--- config.mk ---
export PLATFORM = sky130hd
export DESIGN_NAME = oet_timer_core
export DESIGN_NICKNAME = d
export VERILOG_FILES = /design/src/core/oet_pkg.sv /design/src/core/oet_tick_if.sv /design/src/core/oet_timer_core.sv /design/src/core/oet_tick_gen.sv
export SDC_FILE = /design/constraint.sdc
export NUM_CORES = 1
export LEC_CHECK = 0
export ABC_AREA = 1
export BUFFER_PORTS_ARGS = -buffer_cell sky130_fd_sc_hd__buf_2
export CORE_AREA = 5 5 96 116
export CTS_BUF_LIST = sky130_fd_sc_hd__clkbuf_8
export DETAILED_ROUTE_END_ITERATION = 10
export DIE_AREA = 0 0 101 121
export GPL_TIMING_DRIVEN = 0
export PLACE_DENSITY_LB_ADDON = 0.2
export SKIP_LAST_GASP = 1
export SLEW_MARGIN = 40
export SYNTH_ARGS = -nofsm -noshare
export SYNTH_HDL_FRONTEND = slang
export SYNTH_SLANG_ARGS = --single-unit
--- constraint.sdc ---
create_clock -name clk_sys -period 1.9 [get_ports clk_sys]
set_clock_uncertainty 0.15 [all_clocks]
set_input_delay 0.19 -clock clk_sys [delete_from_list [all_inputs] [get_ports clk_sys]]
set_output_delay 0.19 -clock clk_sys [all_outputs]
set_load 0.03 [all_outputs]
--- src/core/oet_pkg.sv ---
package oet_pkg;

  // ----------------------------------------------------------------
  // Register pointers and layout
  // ----------------------------------------------------------------
  localparam logic [4:0] OET_PTR_ADC_CTRL = 5'h06;
  localparam logic [4:0] OET_PTR_OUT_CTRL = 5'h07;
  localparam logic [4:0] OET_PTR_FAULT = 5'h08;
  localparam logic [15:0] OET_ADC_CTRL_RST = 16'h0000;
  localparam logic [15:0] OET_OUT_CTRL_RST = 16'h0000;
  localparam logic [15:0] OET_ADC_CTRL_MASK = 16'h3FFF;

  // Temperature converter control fields
  localparam int OET_RES_LSB = 0;
  localparam int OET_REF_INT_BIT = 8;
  localparam int OET_TEMP_SEL_BIT = 9;
  localparam int OET_CONT_BIT = 10;
  localparam int OET_TRIG_BIT = 12;

  // Output enable control fields and fault register width
  localparam int OET_ON_COUNT_LSB = 0;
  localparam int OET_DELAY_LSB = 8;
  localparam int OET_FAULT_WIDTH = 9;

  // ----------------------------------------------------------------
  // Timing
  // ----------------------------------------------------------------
  localparam int OET_CLK_PERIOD_NS = 8;
  localparam int OET_MS_NS = 1000000;
  localparam int OET_MS_CYCLES = OET_MS_NS / OET_CLK_PERIOD_NS;
  localparam int OET_STEP_MS = 10;
  localparam int OET_HOLDOFF_MS = 1000;
  localparam logic [3:0] OET_STEP_LAST = 4'(OET_STEP_MS - 1);
  localparam logic [9:0] OET_HOLDOFF_LOAD = 10'(OET_HOLDOFF_MS);

  // Conversion time in ms and magnitude bits, indexed by resolution code
  localparam logic [7:0] OET_CONV_MS_TEMP [4] = '{8'h03, 8'h06, 8'h0C, 8'h18};
  localparam logic [7:0] OET_CONV_MS_EXT [4] = '{8'h06, 8'h18, 8'h32, 8'h64};
  localparam logic [7:0] OET_CONV_MS_INTREF [4] = '{8'h08, 8'h20, 8'h40, 8'h80};
  localparam logic [3:0] OET_BITS_TEMP [4] = '{4'h9, 4'hA, 4'hB, 4'hC};
  localparam logic [3:0] OET_BITS_EXT [4] = '{4'hB, 4'hD, 4'hE, 4'hF};

  typedef enum logic {OET_CONV_IDLE, OET_CONV_RUN} oet_conv_e;

endpackage

--- src/core/oet_tick_if.sv ---
`timescale 1ns/10ps
// Millisecond time base shared between the divider and the timers
interface oet_tick_if;
  logic msTick;
  modport gen (output msTick);
  modport sink (input msTick);
endinterface

--- src/core/oet_timer_core.sv ---
// Function
// - Internal temperature mode: codes 00..11 give 9..12 bits, 3/6/12/24 ms.
// - External mode, external reference: 11/13/14/15 bits, 6/24/50/100 ms.
// - External mode, internal reference: 11/13/14/15 bits, 8/32/64/128 ms.
// - Converter start waits delay field times 10 ms after output control write.
// - Delay loads, decrements each 10 ms; converter enabled only at zero.
// - A valid output control write with nonzero on-count enables the analog output driver.
// - Nonzero on-count decrements each 10 ms, disables output at zero; zero keeps disabled.
// - Output enable timeout equals on-count times 10 ms, up to 2550 ms.
// - When countdown disables the output, a one second hold-off timer starts.
// - Output stays disabled while the controller addresses the device each second.
// - Fault register shows nine comparator outputs in low bits, 1 means fault.
// - Fault order bit 8..0: amp1 hi/lo, amp2 hi/lo, amp3, neg hi/lo, pos hi/lo.
// - Internal temperature select bit: 1 internal sensor, 0 external signal.
// - Reference bit 1 selects internal 2.048 V reference, 0 external reference.
// - Writing 1 to trigger starts one conversion; bit clears when it completes.
// - Continuous bit 1 converts repeatedly, 0 gives noncontinuous operation.
`timescale 1ns/10ps
module oet_timer_core
  import oet_pkg::*;
#(
  parameter int TICK_CYCLES = OET_MS_CYCLES
)
(
  input wire logic clk_sys,
  input wire logic nrst,
  input wire logic [4:0] regPtr,
  input wire logic regWrEn,
  input wire logic [15:0] regWrData,
  input wire logic regRdEn,
  output logic [15:0] regRdData,
  output logic regRdValid,
  input wire logic devAddressed,
  input wire logic amp1SatHigh,
  input wire logic amp1SatLow,
  input wire logic amp2SatHigh,
  input wire logic amp2SatLow,
  input wire logic amp3CommonMode,
  input wire logic negInputHigh,
  input wire logic negInputLow,
  input wire logic posInputHigh,
  input wire logic posInputLow,
  output logic voutEnable,
  output logic holdOffActive,
  output logic adcEnable,
  output logic internalTempSelect,
  output logic adcRefInternalSel,
  output logic convBusy,
  output logic convDone,
  output logic [3:0] convBits
);

  oet_tick_if tk ();

  oet_tick_gen #(
    .TICK_CYCLES(TICK_CYCLES)
  ) u_tick (
    .clk_sys(clk_sys),
    .nrst(nrst),
    .tk(tk)
  );

  // ----------------------------------------------------------------
  // Register write decode
  // ----------------------------------------------------------------
  logic wrAdc;
  logic wrOut;
  logic [8:0] faultFlags;

  assign wrAdc = regWrEn && (regPtr == OET_PTR_ADC_CTRL);
  assign wrOut = regWrEn && (regPtr == OET_PTR_OUT_CTRL);

  // Comparator outputs packed in documented order
  assign faultFlags = {amp1SatHigh, amp1SatLow, amp2SatHigh, amp2SatLow, amp3CommonMode,
                       negInputHigh, negInputLow, posInputHigh, posInputLow};

  // ----------------------------------------------------------------
  // Register storage and read port
  // ----------------------------------------------------------------
  logic [15:0] adcCtrl_q;
  logic [15:0] adcCtrl_d;
  logic [15:0] outCtrl_q;
  logic [15:0] outCtrl_d;
  logic [15:0] rdData_q;
  logic [15:0] rdData_d;
  logic rdValid_q;
  logic convClear;

  // Trigger bit: a fresh write of 1 beats the completion clear
  always_comb
  begin
    adcCtrl_d = adcCtrl_q;
    outCtrl_d = outCtrl_q;
    if (convClear)
    begin
      adcCtrl_d[OET_TRIG_BIT] = 1'b0;
    end
    if (wrAdc)
    begin
      adcCtrl_d = regWrData & OET_ADC_CTRL_MASK;
    end
    if (wrOut)
    begin
      // Reserved top bits stored as written; controller keeps them zero
      outCtrl_d = regWrData;
    end
    rdData_d = rdData_q;
    if (regRdEn)
    begin
      unique case (regPtr)
        OET_PTR_ADC_CTRL: rdData_d = adcCtrl_q;
        OET_PTR_OUT_CTRL: rdData_d = outCtrl_q;
        OET_PTR_FAULT: rdData_d = {7'h00, faultFlags};
        default: rdData_d = 16'h0000;
      endcase
    end
  end

  always_ff @(posedge clk_sys)
  begin
    if (!nrst)
    begin
      adcCtrl_q <= OET_ADC_CTRL_RST;
      outCtrl_q <= OET_OUT_CTRL_RST;
      rdData_q <= 16'h0000;
      rdValid_q <= 1'b0;
    end
    else
    begin
      adcCtrl_q <= adcCtrl_d;
      outCtrl_q <= outCtrl_d;
      rdData_q <= rdData_d;
      rdValid_q <= regRdEn;
    end
  end

  assign regRdData = rdData_q;
  assign regRdValid = rdValid_q;

  // ----------------------------------------------------------------
  // 10 ms step, phase restarted by each output control write
  // ----------------------------------------------------------------
  logic [3:0] stepCnt_q;
  logic [3:0] stepCnt_d;
  logic step10;

  // Restarting the phase keeps the first step between 9 and 10 ms long
  always_comb
  begin
    stepCnt_d = stepCnt_q;
    step10 = 1'b0;
    if (wrOut)
    begin
      stepCnt_d = 4'h0;
    end
    else if (tk.msTick)
    begin
      if (stepCnt_q == OET_STEP_LAST)
      begin
        stepCnt_d = 4'h0;
        step10 = 1'b1;
      end
      else
      begin
        stepCnt_d = stepCnt_q + 4'h1;
      end
    end
  end

  always_ff @(posedge clk_sys)
  begin
    if (!nrst)
    begin
      stepCnt_q <= 4'h0;
    end
    else
    begin
      stepCnt_q <= stepCnt_d;
    end
  end

  // ----------------------------------------------------------------
  // Converter start delay and output enable countdown
  // ----------------------------------------------------------------
  logic [3:0] dlyCnt_q;
  logic [3:0] dlyCnt_d;
  logic adcEn_q;
  logic adcEn_d;
  logic [7:0] onCnt_q;
  logic [7:0] onCnt_d;
  logic vout_q;
  logic vout_d;
  logic [9:0] holdCnt_q;
  logic [9:0] holdCnt_d;
  logic hold_q;
  logic hold_d;

  always_comb
  begin
    dlyCnt_d = dlyCnt_q;
    adcEn_d = adcEn_q;
    onCnt_d = onCnt_q;
    vout_d = vout_q;
    holdCnt_d = holdCnt_q;
    hold_d = hold_q;
    if (wrOut)
    begin
      // Converter held off until the delay count has run out
      dlyCnt_d = regWrData[OET_DELAY_LSB +: 4];
      adcEn_d = 1'b0;
      onCnt_d = regWrData[OET_ON_COUNT_LSB +: 8];
      vout_d = (regWrData[OET_ON_COUNT_LSB +: 8] != 8'h00);
    end
    else
    begin
      if (!adcEn_q)
      begin
        if (dlyCnt_q == 4'h0)
        begin
          adcEn_d = 1'b1;
        end
        else if (step10)
        begin
          dlyCnt_d = dlyCnt_q - 4'h1;
        end
      end
      if (vout_q && step10)
      begin
        onCnt_d = onCnt_q - 8'h01;
        if (onCnt_q == 8'h01)
        begin
          vout_d = 1'b0;
          hold_d = 1'b1;
          holdCnt_d = OET_HOLDOFF_LOAD;
        end
      end
    end
    // Hold-off runs in ms; bus traffic keeps it alive
    if (hold_q && !(vout_q && vout_d == 1'b0))
    begin
      if (devAddressed)
      begin
        holdCnt_d = OET_HOLDOFF_LOAD;
      end
      else if (tk.msTick)
      begin
        if (holdCnt_q == 10'h001)
        begin
          hold_d = 1'b0;
          holdCnt_d = 10'h000;
        end
        else
        begin
          holdCnt_d = holdCnt_q - 10'h001;
        end
      end
    end
    if (wrOut)
    begin
      // A valid write takes the pin back for the output
      hold_d = 1'b0;
      holdCnt_d = 10'h000;
    end
  end

  always_ff @(posedge clk_sys)
  begin
    if (!nrst)
    begin
      dlyCnt_q <= 4'h0;
      adcEn_q <= 1'b1;
      onCnt_q <= 8'h00;
      vout_q <= 1'b0;
      holdCnt_q <= 10'h000;
      hold_q <= 1'b0;
    end
    else
    begin
      dlyCnt_q <= dlyCnt_d;
      adcEn_q <= adcEn_d;
      onCnt_q <= onCnt_d;
      vout_q <= vout_d;
      holdCnt_q <= holdCnt_d;
      hold_q <= hold_d;
    end
  end

  assign voutEnable = vout_q;
  assign holdOffActive = hold_q;
  assign adcEnable = adcEn_q;

  // ----------------------------------------------------------------
  // Conversion sequencer
  // ----------------------------------------------------------------
  oet_conv_e conv_q;
  oet_conv_e conv_d;
  logic [7:0] convCnt_q;
  logic [7:0] convCnt_d;
  logic [3:0] bits_q;
  logic [3:0] bits_d;
  logic done_q;
  logic done_d;
  logic [1:0] resCode;
  logic tempSel;
  logic refInt;
  logic [7:0] convMs;
  logic [3:0] convRes;
  logic wantConv;

  assign resCode = adcCtrl_q[OET_RES_LSB +: 2];
  assign tempSel = adcCtrl_q[OET_TEMP_SEL_BIT];
  assign refInt = adcCtrl_q[OET_REF_INT_BIT];
  assign wantConv = adcCtrl_q[OET_TRIG_BIT] || adcCtrl_q[OET_CONT_BIT];

  // Resolution and conversion time per mode
  always_comb
  begin
    if (tempSel)
    begin
      convMs = OET_CONV_MS_TEMP[resCode];
      convRes = OET_BITS_TEMP[resCode];
    end
    else if (refInt)
    begin
      convMs = OET_CONV_MS_INTREF[resCode];
      convRes = OET_BITS_EXT[resCode];
    end
    else
    begin
      convMs = OET_CONV_MS_EXT[resCode];
      convRes = OET_BITS_EXT[resCode];
    end
  end

  // Settings are latched at start; a new output control write aborts
  always_comb
  begin
    conv_d = conv_q;
    convCnt_d = convCnt_q;
    bits_d = bits_q;
    done_d = 1'b0;
    convClear = 1'b0;
    unique case (conv_q)
      OET_CONV_IDLE:
      begin
        if (adcEn_q && wantConv)
        begin
          conv_d = OET_CONV_RUN;
          convCnt_d = convMs;
          bits_d = convRes;
        end
      end
      OET_CONV_RUN:
      begin
        if (!adcEn_q)
        begin
          conv_d = OET_CONV_IDLE;
        end
        else if (wrAdc && regWrData[OET_TRIG_BIT])
        begin
          convCnt_d = convMs;
          bits_d = convRes;
        end
        else if (tk.msTick)
        begin
          if (convCnt_q == 8'h01)
          begin
            done_d = 1'b1;
            convClear = 1'b1;
            conv_d = OET_CONV_IDLE;
          end
          else
          begin
            convCnt_d = convCnt_q - 8'h01;
          end
        end
      end
    endcase
  end

  always_ff @(posedge clk_sys)
  begin
    if (!nrst)
    begin
      conv_q <= OET_CONV_IDLE;
      convCnt_q <= 8'h00;
      bits_q <= 4'h0;
      done_q <= 1'b0;
    end
    else
    begin
      conv_q <= conv_d;
      convCnt_q <= convCnt_d;
      bits_q <= bits_d;
      done_q <= done_d;
    end
  end

  assign convBusy = (conv_q == OET_CONV_RUN);
  assign convDone = done_q;
  assign convBits = bits_q;
  assign internalTempSelect = tempSel;
  assign adcRefInternalSel = refInt;

endmodule

--- src/core/oet_tick_gen.sv ---
`timescale 1ns/10ps
module oet_tick_gen
  import oet_pkg::*;
#(
  parameter int TICK_CYCLES = OET_MS_CYCLES
)
(
  input wire logic clk_sys,
  input wire logic nrst,
  oet_tick_if.gen tk
);

  logic [31:0] divCnt_q;
  logic [31:0] divCnt_d;
  logic tick_q;
  logic tick_d;

  // ----------------------------------------------------------------
  // Free running divider, one pulse per millisecond
  // ----------------------------------------------------------------
  always_comb
  begin
    tick_d = 1'b0;
    divCnt_d = divCnt_q + 32'h00000001;
    if (divCnt_q >= 32'(TICK_CYCLES - 1))
    begin
      divCnt_d = 32'h00000000;
      tick_d = 1'b1;
    end
  end

  always_ff @(posedge clk_sys)
  begin
    if (!nrst)
    begin
      divCnt_q <= 32'h00000000;
      tick_q <= 1'b0;
    end
    else
    begin
      divCnt_q <= divCnt_d;
      tick_q <= tick_d;
    end
  end

  assign tk.msTick = tick_q;

endmodule

==> reports/qor.txt <==
r2r worst-path depth = 9
CP Max Fanout = 5
Longest Clk Path Bufs = 2
initial antenna violation count = 0
async set-reset flop share out of synthesis = 0%
fin crit share = 99.01%
die area = 12,220 um2
outcome = complete, no violations
final std cells w/o fill = 1,070
post-DP HPWL = 10,660 um
Area contributors post-synth = dfxtp_1 42%, nand2_1 11%, inv_1 6.1%, nor2_1 6.0%, o21ai_0 5.2%
Placed Instances = 1,006
Ant. Diodes = 0
Net count, final = 982
clock root buffer master = clkbuf_8
crit-path cells = ha_2, nand2_2, nand3_2, a21oi_2, o21ai_0, nand2_1, nand3_4, buf_4, a21oi_1
Yosys top cell by area = dfxtp_1
share of layout cells above drive strength 1 = 15.04%
sequential cell fraction of total power = 49.9%
Iter 0 DRT Violations = 351
Post-synth EDFFs = 0
combinational share of power = 8.0%
minimum clock period = 1.881 ns
RR Startpoint = u_tick.divCnt_q[0]$_SDFF_PP0_
Worst EP arrival = 2.10 ns
P_int = 4.026 mW
share of the synthesized area in the top cell type = 42.28%
Hold WC Path Type = in -> reg
number of remaining DRC errors = 0
Worst Path Buf+Inv = 1
Via-to-Cell Ratio = 5.459
final RePlAce weighted congestion = 0.9008
final hold vios = 0
clock slew at reported path FFs = 0.07 ns
Routed Antenna Nets = 0
top_reg_cell synth = dfxtp_1
Cell Area, Synth = 5824 um2
syn_area_per_cell = 7.235 um2
Syn-to-layout area delta = 22.00%
endpoints failing setup = 0
pwr dens = 748.4 nW/um2
CTS tree = built
Max Transition Viols Final = 0
leading cell type in the layout, fill and taps excluded = nand2_1
Inserted Clock Buffers = 17
grt ovf = 0
first-pass GRT wire length = 25,010 um
total global-route track usage = 25.28%
critical path startpoint = u_tick.divCnt_q[0]$_SDFF_PP0_
CP delay by family, top = simple AND/OR/NAND/NOR gates
delay of the slowest critical-path stage = 0.32 ns
register area share after synthesis = 42.28%
synth unique cells = 40
Required @ worst endpoint = 2.12 ns
critical path depth in cells = 9
FF+latch count, synth = 123
Die W = 101 um
Max IR drop VDD = 0.0004486 V
YS warnings = 0
power share of the clock group = 42.0%
leakage power = 3.005 nW
port bufs = 61
number of I/O pins = 63
Startpoint Class = flip-flop
CP Capture Type = flip-flop
DR WL/cell = 14.39 um
Slew headroom = 55.11%
core area = 9859 um2
CP max stage cell = dfxtp_1
Placement Rows = 40
pin count of the biggest net entering global routing = 17
Switch Pwr = 1.292 mW
Slew @ Worst Pin = 0.6734 ns
worst setup path endpoint = u_tick.divCnt_q[3]$_SDFF_PP0_
first-pass detailed-route iteration total = 6
starting utilization of the core area = 59.07%
final wirelength = 15,400 um
most frequent cells in the layout = 173 x nand2_1, 122 x dfxtp_1, 97 x inv_1
CP Class = reg -> reg
Clk Latency, worst-skew pair = 0.44 ns
die height = 121 um
cell count after synthesis = 805
Via Count = 5,841
vias in the first global route = 5,478
Net Sw Frac = 24.30%
setup TNS = 0 ns
f_max = 531.6 MHz
# fillers = 806
hold slack final = 0.01505 ns
clk sinks = 123
reg-to-reg endpoint = u_tick.divCnt_q[3]$_SDFF_PP0_
H-tree Lvls = 4
flop-to-flop setup slack = 0.02 ns
MaxCap Viol Count = 0
==> power by group through the flow <==
stage	registers (mW)	clock network, mW	logic, mW
4_1_cts	2.66	2.26	0.416
2_1_floorplan	2.73	0	0.236
6_report	2.66	2.24	0.426
3_3_place_gp	2.71	0	0.366
3_5_place_dp	2.71	0	0.377
5_1_grt	2.66	2.38	0.471
==> stage by stage <==
stage          utilization (%)  cell area [um2]  worst slack (ns)  power [mW]
6_report                 72.07             7106           0.01881       5.318
5_1_grt                  72.07             7106          -0.09794       5.512
4_1_cts                  70.63             6964           0.01925       5.330
3_5_place_dp             64.30             6340          -0.07234       3.090
3_3_place_gp             64.30             6340         -0.005820       3.077
2_1_floorplan                -             5877            0.1961       2.963
==> cells by family after synthesis <==
| group | after synthesis | synth area share [%] |
|---|---|---|
| xor gates and xnor gates | 27 | 4.060 |
| DFF | 123 | 42.28 |
| buffers and inverters | 125 | 8.357 |
| adders and majority gates | 15 | 3.222 |
| and+or+nand+nor | 358 | 27.15 |
| other | 1 | 0.06439 |
| AOI/OAI and AO/OA | 156 | 14.87 |
==> routing by layer <==
| metal | track usage (%) | part of all wire, % | vias up |
|---|---|---|---|
| li1 | - | - | 2856 |
| met1 | 28.92 | 38 | 2684 |
| met2 | 45.06 | 52 | 243 |
| met3 | 5.118 | 7.2 | 58 |
| met4 | 10.81 | 3.2 | 0 |
| met5 | 0 | 0 | - |
==> tightest hold or removal path: cells and delay by family <==
family / cells / cell delay [ns]
buf+inv: 1 / 0.10
simple gates: 2 / 0.12
compound gates: 2 / 0.14
==> worst min-delay path by stage <==
stage	start	end	slack, ns	cells after the start
after floorplan	regWrData[10]	adcCtrl_q[10]$_SDFFE_PN0N_	0.17	2
after global placement	u_tick.divCnt_q[0]$_SDFF_PP0_	u_tick.divCnt_q[0]$_SDFF_PP0_	0.28	1
after detailed placement	u_tick.divCnt_q[0]$_SDFF_PP0_	u_tick.divCnt_q[0]$_SDFF_PP0_	0.29	1
after CTS	posInputLow	regRdData[0]$_SDFFE_PN0P_	0.001	5
after global routing	amp1SatHigh	regRdData[8]$_SDFFE_PN0P_	0.03	5
final	posInputLow	regRdData[0]$_SDFFE_PN0P_	0.02	5
==> registers in the layout, summed over array words and instances, names as in the netlist, 4 cells and up <==
name and cells:
stepCnt_q 4, outCtrl_q 16, onCnt_q 8, holdCnt_q 10, regRdData 16, convBits 4
dlyCnt_q 4, u_tick.divCnt_q 32, convCnt_q 8, adcCtrl_q 14
==> synth_stat cells (5+ instances only) <==
master    instances
o221ai_1          6
nor2_1           93
nand3_1          38
nand4_1           8
nor3_1           16
inv_1            94
o22ai_1          12
nand2_1         174
buf_2             6
nand2_4           5
dfxtp_1         123
xor2_1           18
clkbuf_1         16
o211ai_1          8
ha_1             15
o21ai_0          61
xnor2_1           9
a21oi_1          57
a31oi_1           5
==> cell type report <==
| class | count | area (um2) | area share [%] |
|---|---|---|---|
| plain buffers | 24 | 115.1 | 1.620 |
| clock buffers | 20 | 275.3 | 3.874 |
| clock inverters | 11 | 103.9 | 1.462 |
| inverters | 101 | 381.6 | 5.371 |
| multi-input cells | 572 | 2988 | 42.05 |
| flip-flops and latches | 123 | 2464 | 34.67 |
| well taps | 126 | 157.7 | 2.219 |
| repair buffers | 93 | 620.6 | 8.734 |
==> timing repair <==
action                                  4_1_cts  5_1_grt
cloned                                        0        2
pin swaps                                     0        5
gates resized for setup                       3       12
endpoints found under the hold margin        43        0
buffers inserted                              0        8
hold buffers                                 23        0
endpoints found under the setup margin       11       25
Note: power is estimated with default switching activity, not from simulation.
